`config.mk`:
```
export PLATFORM = sky130hd
export DESIGN_NAME = oor_monitor
export DESIGN_NICKNAME = d
export VERILOG_FILES = /design/src/inc/oor_pkg.sv /design/src/hw/oor_limit_cmp.sv /design/src/hw/oor_monitor.sv
export SDC_FILE = /design/constraint.sdc
export NUM_CORES = 1
export LEC_CHECK = 0
export CAP_MARGIN = 20
export CORE_ASPECT_RATIO = 0.5
export CORE_MARGIN = 2
export CORE_UTILIZATION = 40
export DETAILED_ROUTE_END_ITERATION = 6
export DONT_BUFFER_PORTS = 1
export GPL_TIMING_DRIVEN = 0
export SYNTH_ARGS = -nofsm -noshare
export SYNTH_HDL_FRONTEND = slang
export SYNTH_SLANG_ARGS = --single-unit
```
`constraint.sdc`:
```
create_clock -name clk_sys -period 2.9 [get_ports clk_sys]
set_clock_uncertainty 0.15 [all_clocks]
set_input_delay 0.58 -clock clk_sys [delete_from_list [all_inputs] [get_ports clk_sys]]
set_output_delay 0.58 -clock clk_sys [all_outputs]
set_load 0.01 [all_outputs]
```
`src/inc/oor_pkg.sv`:
```
// oor_pkg: constants, types and helpers of the out-of-range monitor
package oor_pkg;
  localparam int          CH_N        = 4;
  localparam int          RES_W       = 16;
  localparam int          LIM_W       = 12;
  localparam int          FLAG_W      = 10;
  localparam int          IRQ_W       = 3;
  localparam int          ADDR_W      = 12;
  // byte offsets on the bus
  localparam logic [11:0] OFS_FLAGS   = 12'h000;
  localparam logic [11:0] OFS_LOW     = 12'h004;
  localparam logic [11:0] OFS_HIGH    = 12'h008;
  localparam logic [11:0] OFS_CFG     = 12'h00C;
  localparam logic [11:0] OFS_CMD     = 12'h010;
  localparam logic [11:0] OFS_IRQ_ST  = 12'h014;
  localparam logic [11:0] OFS_IRQ_MSK = 12'h018;
  // address nibble carried in bits 15:12 of the flag, limit and configuration registers
  localparam logic [3:0]  TAG_FLAGS   = 4'h3;
  localparam logic [3:0]  TAG_LOW     = 4'h4;
  localparam logic [3:0]  TAG_HIGH    = 4'h5;
  localparam logic [3:0]  TAG_CFG     = 4'h2;
  // limit fields and fills
  localparam logic [11:0] LOW_RST     = 12'h000;
  localparam logic [11:0] HIGH_RST    = 12'hFFF;
  localparam logic [3:0]  LOW_FILL    = 4'h0;
  localparam logic [3:0]  HIGH_FILL   = 4'hF;
  // reset command codes
  localparam logic [7:0]  CMD_SOFT    = 8'h3C;
  localparam logic [7:0]  CMD_HARD    = 8'hFF;
  // configuration fields
  localparam int          CFG_OOR_EN  = 3;
  localparam int          CFG_LANE_LO = 8;
  localparam logic [1:0]  LANE_ONE    = 2'b01;
  localparam logic [1:0]  LANE_RST    = 2'b00;
  localparam logic        OOR_EN_RST  = 1'b0;
  // flag and event bit positions
  localparam int          FL_CRC      = 9;
  localparam int          FL_SETUP    = 8;
  localparam logic [9:0]  FLAGS_RST   = 10'h000;
  localparam int          EV_ALERT    = 0;
  localparam int          EV_CRC      = 1;
  localparam int          EV_SETUP    = 2;

  typedef logic [RES_W-1:0] oor_res_t;

  typedef struct packed {
    logic                       valid;
    logic [CH_N-1:0][RES_W-1:0] value;
  } oor_conv_t;

  typedef enum logic [2:0] {
    ST_IDLE = 3'b001,
    ST_DONE = 3'b010,
    ST_HOLD = 3'b100
  } oor_bus_st_t;

  function automatic oor_res_t lim_low(input logic [LIM_W-1:0] f);
    return {f, LOW_FILL};
  endfunction

  function automatic oor_res_t lim_high(input logic [LIM_W-1:0] f);
    return {f, HIGH_FILL};
  endfunction
endpackage

```
`src/hw/oor_limit_cmp.sv`:
```
// oor_limit_cmp: registered per-channel limit comparison
`timescale 1ns/1ps
module oor_limit_cmp #(
  parameter int CH = oor_pkg::CH_N
) (
  input  wire logic              clk_sys,
  input  wire logic              rst_b,
  input  wire logic              flush,
  input  wire oor_pkg::oor_conv_t conv,
  input  wire oor_pkg::oor_res_t lowInt,
  input  wire oor_pkg::oor_res_t highInt,
  output logic                   hitValid,
  output logic [CH-1:0]          over,
  output logic [CH-1:0]          under
);
  import oor_pkg::*;

  logic [CH-1:0] next_over;
  logic [CH-1:0] next_under;

  always_comb begin
    for (int i = 0; i < CH; i++) begin
      next_over[i]  = conv.value[i] > highInt;
      next_under[i] = conv.value[i] < lowInt;
    end
  end

  always_ff @(posedge clk_sys or negedge rst_b) begin
    if (!rst_b) begin
      hitValid <= 1'b0;
      over     <= '0;
      under    <= '0;
    end else begin
      hitValid <= conv.valid && !flush;
      over     <= next_over;
      under    <= next_under;
    end
  end
endmodule

```
`src/hw/oor_monitor.sv`:
```
// oor_monitor: four-channel out-of-range monitor with apb registers
//
// Decided for this implementation: the APB interface to the registers and the register offsets.
`timescale 1ns/1ps
module oor_monitor (
  input  wire logic                  clk_sys,
  input  wire logic                  rst_b,
  input  wire logic                  psel,
  input  wire logic                  penable,
  input  wire logic                  pwrite,
  input  wire logic [oor_pkg::ADDR_W-1:0] paddr,
  input  wire logic [31:0]           pwdata,
  output logic [31:0]                prdata,
  output logic                       pready,
  output logic                       pslverr,
  input  wire oor_pkg::oor_conv_t    conv,
  input  wire logic                  crcWriteFail,
  input  wire logic                  setupLoadFail,
  input  wire logic                  laneBData,
  output logic                       secondDataOut,
  output logic                       softResetPulse,
  output logic                       setupRestart,
  output logic                       irq
);
  import oor_pkg::*;

  oor_bus_st_t         st;
  oor_bus_st_t         next_st;
  logic [LIM_W-1:0]    lowField;
  logic [LIM_W-1:0]    highField;
  logic [1:0]          laneSel;
  logic                oorEn;
  logic [FLAG_W-1:0]   flags;
  logic [FLAG_W-1:0]   next_flags;
  logic [FLAG_W-1:0]   flagSnap;
  logic [IRQ_W-1:0]    irqStat;
  logic [IRQ_W-1:0]    irqMask;
  logic [IRQ_W-1:0]    next_irqStat;
  logic [31:0]         rdWord;
  logic [7:0]          alertSet;
  logic                hitValid;
  logic [CH_N-1:0]     hitOver;
  logic [CH_N-1:0]     hitUnder;

  // bus decode
  wire busReq   = psel && penable && (st == ST_IDLE);
  wire busAcc   = psel && penable && pready;
  wire hitFlags = paddr == OFS_FLAGS;
  wire hitLow   = paddr == OFS_LOW;
  wire hitHigh  = paddr == OFS_HIGH;
  wire hitCfg   = paddr == OFS_CFG;
  wire hitCmd   = paddr == OFS_CMD;
  wire hitIrqSt = paddr == OFS_IRQ_ST;
  wire hitIrqMk = paddr == OFS_IRQ_MSK;
  wire mapped   = hitFlags | hitLow | hitHigh | hitCfg | hitCmd | hitIrqSt | hitIrqMk;
  wire wrAcc    = busAcc && pwrite && mapped;
  wire rdFlags  = busAcc && !pwrite && hitFlags;
  wire softHit  = wrAcc && hitCmd && (pwdata[7:0] == CMD_SOFT);
  wire hardHit  = wrAcc && hitCmd && (pwdata[7:0] == CMD_HARD);
  wire wrLow    = wrAcc && hitLow;
  wire wrHigh   = wrAcc && hitHigh;
  wire wrCfg    = wrAcc && hitCfg;
  wire wrIrqSt  = wrAcc && hitIrqSt;
  wire wrIrqMk  = wrAcc && hitIrqMk;

  // internal limits
  wire oor_res_t lowInt  = lim_low(lowField);
  wire oor_res_t highInt = lim_high(highField);

  oor_limit_cmp #(
    .CH (CH_N)
  ) u_cmp (
    .clk_sys  (clk_sys),
    .rst_b    (rst_b),
    .flush    (softHit || hardHit),
    .conv     (conv),
    .lowInt   (lowInt),
    .highInt  (highInt),
    .hitValid (hitValid),
    .over     (hitOver),
    .under    (hitUnder)
  );

  // channel events in flag layout
  always_comb begin
    for (int i = 0; i < CH_N; i++) begin
      alertSet[2*i]   = hitValid && hitUnder[i];
      alertSet[2*i+1] = hitValid && hitOver[i];
    end
  end

  // clear sources; a read clears only what it reported
  wire [FLAG_W-1:0] keepSetup = ~(FLAG_W'(1) << FL_SETUP);
  wire [FLAG_W-1:0] rdClr     = rdFlags ? (flagSnap & keepSetup) : '0;
  wire [FLAG_W-1:0] softClr   = softHit ? keepSetup : '0;
  wire [FLAG_W-1:0] hardClr   = hardHit ? '1 : '0;
  wire [FLAG_W-1:0] setBits   = {crcWriteFail, setupLoadFail, alertSet};

  assign next_flags = (flags & ~(rdClr | softClr | hardClr)) | setBits;

  // interrupt events, write one to clear
  wire [IRQ_W-1:0] irqEvt = {setupLoadFail, crcWriteFail, |alertSet};
  wire [IRQ_W-1:0] irqClr = wrIrqSt ? pwdata[IRQ_W-1:0] : '0;
  assign next_irqStat = (irqStat & ~irqClr) | irqEvt;

  // bus state machine
  always_comb begin
    case (st)
      ST_IDLE: next_st = busReq ? ST_DONE : ST_IDLE;
      ST_DONE: next_st = ST_IDLE;
      default: next_st = ST_IDLE;
    endcase
  end

  // read mux
  always_comb begin
    rdWord = '0;
    case (1'b1)
      hitFlags: rdWord = {16'h0000, TAG_FLAGS, 2'b00, flags};
      hitLow:   rdWord = {16'h0000, TAG_LOW, lowField};
      hitHigh:  rdWord = {16'h0000, TAG_HIGH, highField};
      hitCfg:   rdWord = {16'h0000, TAG_CFG, 2'b00, laneSel, 4'h0, oorEn, 3'b000};
      hitIrqSt: rdWord = {29'h0000_000, irqStat};
      hitIrqMk: rdWord = {29'h0000_000, irqMask};
      default:  rdWord = '0;
    endcase
  end

  wire alertAny = |flags[7:0];
  wire routeOor = (laneSel == LANE_ONE) && oorEn;

  // bus answer
  always_ff @(posedge clk_sys or negedge rst_b) begin
    if (!rst_b) begin
      st      <= ST_IDLE;
      pready  <= 1'b0;
      pslverr <= 1'b0;
      prdata  <= '0;
    end else begin
      st      <= next_st;
      pready  <= next_st == ST_DONE;
      pslverr <= busReq && !mapped;
      prdata  <= (busReq && !pwrite) ? rdWord : '0;
    end
  end

  // read snapshot of the flags
  always_ff @(posedge clk_sys or negedge rst_b) begin
    if (!rst_b) begin
      flagSnap <= FLAGS_RST;
    end else if (busReq && hitFlags && !pwrite) begin
      flagSnap <= flags;
    end
  end

  // flags and interrupt status
  always_ff @(posedge clk_sys or negedge rst_b) begin
    if (!rst_b) begin
      flags   <= FLAGS_RST;
      irqStat <= '0;
      irq     <= 1'b0;
    end else begin
      flags   <= next_flags;
      irqStat <= next_irqStat;
      irq     <= |(next_irqStat & irqMask);
    end
  end

  // limit registers
  always_ff @(posedge clk_sys or negedge rst_b) begin
    if (!rst_b) begin
      lowField  <= LOW_RST;
      highField <= HIGH_RST;
    end else if (hardHit) begin
      lowField  <= LOW_RST;
      highField <= HIGH_RST;
    end else begin
      if (wrLow) lowField <= pwdata[LIM_W-1:0];
      if (wrHigh) highField <= pwdata[LIM_W-1:0];
    end
  end

  // configuration and mask
  always_ff @(posedge clk_sys or negedge rst_b) begin
    if (!rst_b) begin
      laneSel <= LANE_RST;
      oorEn   <= OOR_EN_RST;
      irqMask <= '0;
    end else if (hardHit) begin
      laneSel <= LANE_RST;
      oorEn   <= OOR_EN_RST;
    end else begin
      if (wrCfg) laneSel <= pwdata[CFG_LANE_LO+1:CFG_LANE_LO];
      if (wrCfg) oorEn <= pwdata[CFG_OOR_EN];
      if (wrIrqMk) irqMask <= pwdata[IRQ_W-1:0];
    end
  end

  // pins and command pulses
  always_ff @(posedge clk_sys or negedge rst_b) begin
    if (!rst_b) begin
      secondDataOut  <= 1'b0;
      softResetPulse <= 1'b0;
      setupRestart   <= 1'b0;
    end else begin
      secondDataOut  <= routeOor ? alertAny : laneBData;
      softResetPulse <= softHit || hardHit;
      setupRestart   <= hardHit;
    end
  end
endmodule

```
==> results of run 1 <==
metrics by stage:
| step | setup slack [ps] | hold WS (ps) |
|---|---|---|
| after CTS | 426.5 | 12.08 |
| after global routing | 274.7 | 22.98 |
| final | 400.2 | -5.126 |
| after global placement | 99.80 | 138.1 |
| after floorplan | 401.8 | 134.4 |
| after detailed placement | 74.11 | 137.8 |
worst max path at each step:
stage / to / start
global placement: flagSnap[5]$_DFFE_PN0P_ / paddr[6]
CTS: flagSnap[5]$_DFFE_PN0P_ / paddr[6]
finish: flagSnap[7]$_DFFE_PN0P_ / paddr[6]
floorplan: flagSnap[5]$_DFFE_PN0P_ / paddr[6]
global route: flagSnap[7]$_DFFE_PN0P_ / paddr[1]
detailed placement: flagSnap[5]$_DFFE_PN0P_ / paddr[6]
critical path, cell delays in order:
cell,delay [ps]
nor4_4,390
nand4b_1,230
or3_4,400
nor2_2,390
buf_6,220
mux2_2,350
registers in the layout (all words and copies together), names as in the netlist:
name            count
irqStat             3
flags              10
softResetPulse      1
pslverr             1
flagSnap            9
u_cmp.over          4
setupRestart        1
lowField           12
prdata             15
oorEn               1
irqMask             3
u_cmp.under         4
irq                 1
u_cmp.hitValid      1
highField          12
st                  2
laneSel             2
secondDataOut       1
routing by layer:
layer,part of all wire (%),vias up
met3,8.4,18
met5,0,-
met1,48,2220
met2,42,137
met4,1.6,0
li1,-,2177
cells by family after synthesis:
group           Yosys count  synth area share, %
compound gates          159                17.64
fa+ha+maj                92                20.26
buf+inv                  63                5.592
flops                    83                36.83
mux                      22                4.800
other cells               1              0.06599
simple gates            158                14.82
report_power, final:
group	switching, mW	leakage (nW)	internal, mW
Sequential	0.0112	1.02	1.17
Combinational	0.143	1.51	0.115
Clock	0.468	0.144	0.715
Total	0.622	2.68	2.00
cell usage after synthesis, drive strengths merged, types with 2 or more instances:
library cell and count:
o22ai 3, mux4 3, nor2b 9, a31oi 6, a21oi 51, nand3 30, a2111oi 3, inv 27
or2 2, dfstp 13, clkbuf 13, a221o 5, nand3b 2, nand4b 2, and2 2, nand2b 2
mux2i 7, nand2 51, ha 92, a21boi 3, mux2 12, nor2 18, nand4 17, o2bb2ai 4
o21ai 41, nor3 5, and4 6, a32o 8, buf 23, a22oi 6, nor4 5, a21o 21
dfrtp 70, a22o 3, or4 4
final cells by class:
cell class / instances / area [um2]
clock buffers: 11 / 252.7
fillers: 1293 / 7376
well taps: 192 / 240.2
clock inverters: 5 / 61.31
multi-input cells: 448 / 3332
flip-flops and latches: 83 / 2093
plain buffers: 36 / 216.5
repair buffers: 1 / 27.53
inverters: 27 / 101.3
==> run_results.csv, run 1 <==
group,metric,value,unit
status,outcome,"complete, but fails checks",
status,violations,"hold timing",
clocking,cts_resized,0,
synth,ys_seq_area_share,36.83,%
setup_path,start_kind,"input port",
grt,grtUsageTotal,21.41,%
grt,top_usage_layer,"met2",
clocking,cts_setup_buffers,0,
layout,stdcell_area,6325,um2
synth,async_flop_share,100.0,%
routing,ant_nets,0,
floorplanning,ios,155,
pwr,p_leak,2.676,nW
synth,yosysWarnings,0,
timing,rsz0062_at_grt,"no",
setup_path,crit_fanout,10,
layout,n_antenna_cell,0,
synth,synth.largest_area_cell,"dfrtp_1",
layout,area_delta_synth_final,11.29,%
floorplanning,fp.dieW,172.6,um
setup_path,reg2reg_to,"flagSnap[7]$_DFFE_PN0P_",
setup_path,r2r_slack,450,ps
grt,antenna_found_initial,0,
grt,grtUsageMet3,7.388,%
setup_path,r2r_cells,5,
timing,fin_crit_sh,86.20,%
clocking,numCtsBuffers,9,
pwr,power_density,414.9,nW/um2
synth,synthesis.area,5683,um2
layout,final_util,46.16,%
placed_design,io_buffers,0,
grt,grt_use_met1,29.42,%
synth,synth_top_flop_cell,"dfrtp_1",
layout,final_cell_mix,"ha_1 (92), dfrtp_1 (70), nand2_1 (51), a21oi_1 (51), o21ai_0 (41)",
layout,fin_cells,803,
floorplanning,fp.dieH,88.29,um
synth,syn_inst,578,
timing,hold_viol,2,
setup_path,r2r_start,"st[1]$_DFF_PN0_",
setup_path,end_kind,"register",
flow_run,cap_violations,0,
grt,grt_max_degree,84,
grt,overflow,0,
layout,layout-drive-gt1-share,12.27,%
clocking,ctsRootBufferMaster,"clkbuf_16",
clocking,cts_tree,"done",
clocking,clockBufferDepth,2,
pwr,total_power,2.624,mW
timing,hold_ws,-5.126,ps
clocking,htreeDepth,3,
clocking,clock-sinks,83,
synth,avgSynthCellArea,9.832,um2
routing,viasPerCell,5.669,
floorplanning,die_area,15230,um2
pwr,vdd_ir_drop_max,255.0,uV
synth,synth_edf_count,0,
routing,drc,0,
routing,drt-pass1-iter-count,5,
placed_design,place.gp.congestion,0.8357,
routing,via_count,4552,
clocking,cts.clk_slew.worst_paths,60,ps
synth,synth_top_area_share,30.82,%
setup_path,worstPathArrival,2570,ps
synth,ys_ff_latch,83,
synth,synth_cell_type_count,53,
layout,nets,815,
timing,max-slew-margin-rel,27.28,%
clocking,clkLatencyLatePin,340,ps
floorplanning,core_region_area,13700,um2
timing,setup_viol,0,
placed_design,dp_hpwl,12830,um
clocking,hold_buffers,1,
setup_path,path_class,"input port to register",
placed_design,placed_area,5983,um2
floorplanning,rows,30,
min_path,hold_class,"input port to async pin",
timing,worst_pin_slew,1082,ps
layout,final_common_cell,"ha_1",
grt,grt_pass1_vias,4554,
grt,grt_pass1_wl,24750,um
routing,drtIter0Drc,349,
placed_design,dpl.cell_count,786,
timing,slew_viol_final,0,
synth,synth_area_leaders,"dfrtp_1 (31%), ha_1 (20%), dfstp_2 (6.0%)",
setup_path,required,2970,ps
timing,tns,0,ps
timing,fmax,400.0,MHz
timing,period_minus_slack,2500,ps
grt,met2_usage,32.38,%
routing,routed_wirelength,15810,um
routing,wl_per_cell,19.69,um
floorplanning,start_util,41.48,%
Power figures use the tool's default switching activity.
==> run 2, diff against run 1 <==
- ABC_AREA: not set -> 1
==> run_results.csv, run 2 <==
group,metric,value,unit
status,outcome,"complete, but fails checks",
status,violations,"hold timing",
floorplanning,ios,155,
synth,synth.most_common_cell,"nand2_1",
setup_path,crit_family,"simple AND/OR/NAND/NOR gates",
synth,synth.largest_area_cell,"dfrtp_1",
pwr,p_sw_share,22.52,%
clocking,htreeDepth,3,
pwr,vdd_ir_drop_max,250.3,uV
grt,grt_pass1_vias,4542,
setup_path,r2r_slack,710,ps
pwr,p_sw,0.5885,mW
pwr,total_power,2.614,mW
layout,fillers,1414,
clocking,cts.clk_slew.worst_paths,60,ps
setup_path,start_kind,"register",
layout,regMostFlops,"prdata",
floorplanning,core_region_area,14390,um2
layout,nets,947,
synth,synth_cell_type_count,37,
synth,synthesis.area,5851,um2
layout,final_common_cell,"nand2_1",
routing,drt-pass1-iter-count,5,
grt,grt_pass1_wl,25360,um
synth,ys_seq_area_share,35.78,%
layout,largest_reg_flops,15,
routing,drc,0,
setup_path,path_buf_inv,2,
grt,antenna_found_initial,0,
clocking,clock-sinks,83,
clocking,cts_setup_buffers,0,
setup_path,r2r_cells,8,
synth,synth_edf_count,0,
synth,async_flop_share,100.0,%
setup_path,critPathLaunch,"st[0]$_DFF_PN1_",
synth,synth_top_flop_cell,"dfrtp_1",
synth,ys_ff_latch,83,
floorplanning,fp.dieW,175.0,um
synth,yosys-top-cells-count,"nand2_1 (169), ha_1 (92), inv_1 (86), dfrtp_1 (70), a21oi_1 (55)",
routing,ant_nets,0,
pwr,internal_power,2.025,mW
clocking,ctsRootBufferMaster,"clkbuf_16",
routing,routed_wirelength,16650,um
clocking,cts_tree,"done",
setup_path,critical_path_depth,8,
placed_design,dp_hpwl,13250,um
setup_path,cp_cell_sequence,"inv_1 > nor3_2 > nand2_1 > nor2_2 > inv_1 > a21oi_1 > o211ai_1 > nand2_1",
clocking,numCtsBuffers,9,
layout,area_delta_synth_final,11.23,%
layout,final_cell_mix,"nand2_1 (169), ha_1 (92), inv_1 (86)",
setup_path,r2r_start,"st[0]$_DFF_PN1_",
setup_path,worstPathArrival,2310,ps
flow_run,cap_violations,0,
setup_path,reg2reg_to,"prdata[2]$_DFF_PN0_",
timing,fin_crit_sh,75.35,%
floorplanning,rows,31,
clocking,clkLatencyLatePin,340,ps
timing,setup_viol,0,
pwr,p_leak,3.514,nW
pwr,seqPwrFrac,44.9,%
setup_path,critical_path.slowest_cell,"dfstp_2",
timing,period_minus_slack,2185,ps
routing,wl_per_cell,17.70,um
layout,final_util,45.22,%
synth,syn_inst,710,
floorplanning,start_util,40.66,%
setup_path,crit_end,"prdata[2]$_DFF_PN0_",
synth,avgSynthCellArea,8.240,um2
clocking,clockBufferDepth,2,
grt,grt_max_degree,84,
clocking,cts_resized,0,
timing,worst_pin_slew,609.2,ps
pwr,comb_power_share,7.7,%
timing,fmax,457.6,MHz
routing,via_count,4992,
synth,synth_top_area_share,29.94,%
pwr,clockPowerShare,47.4,%
synth,synth_area_leaders,"dfrtp_1 (30%), ha_1 (20%), nand2_1 (11%)",
timing,tns,0,ps
routing,drtIter0Drc,366,
grt,grtUsageTotal,21.63,%
layout,reg.largest.list,"prdata (15), highField (12), lowField (12)",
floorplanning,die_area,15670,um2
timing,hold_viol,16,
placed_design,place.gp.congestion,0.8347,
grt,overflow,0,
routing,viasPerCell,5.305,
synth,yosysWarnings,0,
layout,n_antenna_cell,0,
placed_design,io_buffers,0,
placed_design,dpl.cell_count,924,
setup_path,end_kind,"register",
layout,fin_cells,941,
min_path,hold_class,"input port to async pin",
setup_path,max_stage_delay,520,ps
layout,layout-drive-gt1-share,9.556,%
timing,max-slew-margin-rel,59.16,%
setup_path,path_class,"register to register",
floorplanning,fp.dieH,89.52,um
pwr,power_density,401.7,nW/um2
timing,hold_ws,-25.36,ps
setup_path,crit_fanout,7,
setup_path,required,3020,ps
timing,slew_viol_final,0,
timing,rsz0062_at_grt,"no",
==> run 2: cell types whose count changed in the layout (fill, tap and decap cells not counted), sizes merged, moves of 13 or more <==
| cell | delta |
|---|---|
| a21o | -21 |
| inv | +62 |
| nand2 | +121 |
| nor2 | +32 |
| nor3 | +13 |
| o211ai | +26 |
| o21ai | -24 |
==> run 2: area by class of cell <==
class,count,area [um2],area share (%)
Multi-Input combinational cell,528,3307,50.82
Sequential cell,83,2093,32.17
Inverter,89,334.1,5.134
Tap cell,198,247.7,3.807
Clock buffer,12,246.5,3.788
Buffer,26,176.4,2.711
Clock inverter,4,75.07,1.154
Timing Repair Buffer,1,27.53,0.4230
==> run 2: kinds of logic after synthesis <==
family | count (synthesis) | share of synthesized area [%]
compound gates | 127 | 13.28
fa+ha+maj | 92 | 19.67
buf+inv | 115 | 8.725
flops | 83 | 35.78
other cells | 1 | 0.06410
simple gates | 292 | 22.48
==> run 2: worst min-delay path by stage <==
stage,from,to,slack (ps),cells past startpoint
floorplan,rst_b,flagSnap[0]$_DFFE_PN0P_,130,0
global placement,rst_b,u_cmp.under[2]$_DFF_PN0_,140,0
detailed placement,rst_b,u_cmp.hitValid$_DFF_PN0_,140,0
CTS,rst_b,u_cmp.under[2]$_DFF_PN0_,10,1
global route,rst_b,u_cmp.under[2]$_DFF_PN0_,5,1
finish,rst_b,u_cmp.under[2]$_DFF_PN0_,-30,1
==> run 2: power groups by stage <==
| stage | registers, mW | logic [mW] | clock network [mW] |
|---|---|---|---|
| CTS | 1.17 | 0.203 | 1.26 |
| finish | 1.17 | 0.201 | 1.24 |
| global route | 1.17 | 0.235 | 1.31 |
| global placement | 1.20 | 0.168 | 0 |
| floorplan | 1.19 | 0.141 | 0 |
| detailed placement | 1.20 | 0.175 | 0 |
==> run 2: worst reg2reg max path, cell delays in order, from the launching register on <==
cell and delay [ps]:
dfstp_2 520, inv_1 40, nor3_2 250, nand2_1 260, nor2_2 290, inv_1 160
a21oi_1 200, o211ai_1 170, nand2_1 100
==> run 2: timing repair <==
item,4_1_cts,5_1_grt
hold buffers,1,0
endpoints found under the setup margin,0,0
hold endpoints to repair,83,0
==> run 2: metrics by stage <==
step | hold WS, ps | setup WS [ps] | cell area [um2]
floorplan | 134.4 | 935.1 | 5911
global placement | 137.6 | 639.8 | 6158
detailed placement | 136.7 | 621.6 | 6158
CTS | 10.47 | 766.1 | 6507
global route | 4.512 | 581.9 | 6507
finish | -25.36 | 714.7 | 6507
==> run 2: metal layers <==
| layer | wire, um | global-route usage, % | vias up | part of all wire, % |
|---|---|---|---|---|
| li1 | - | - | 2444 | - |
| met1 | 7664 | 30.24 | 2316 | 46 |
| met2 | 7213 | 33.27 | 212 | 43 |
| met3 | 1527 | 5.910 | 20 | 9.2 |
| met4 | 246 | 5.682 | 0 | 1.5 |
| met5 | 0 | 0 | - | 0 |
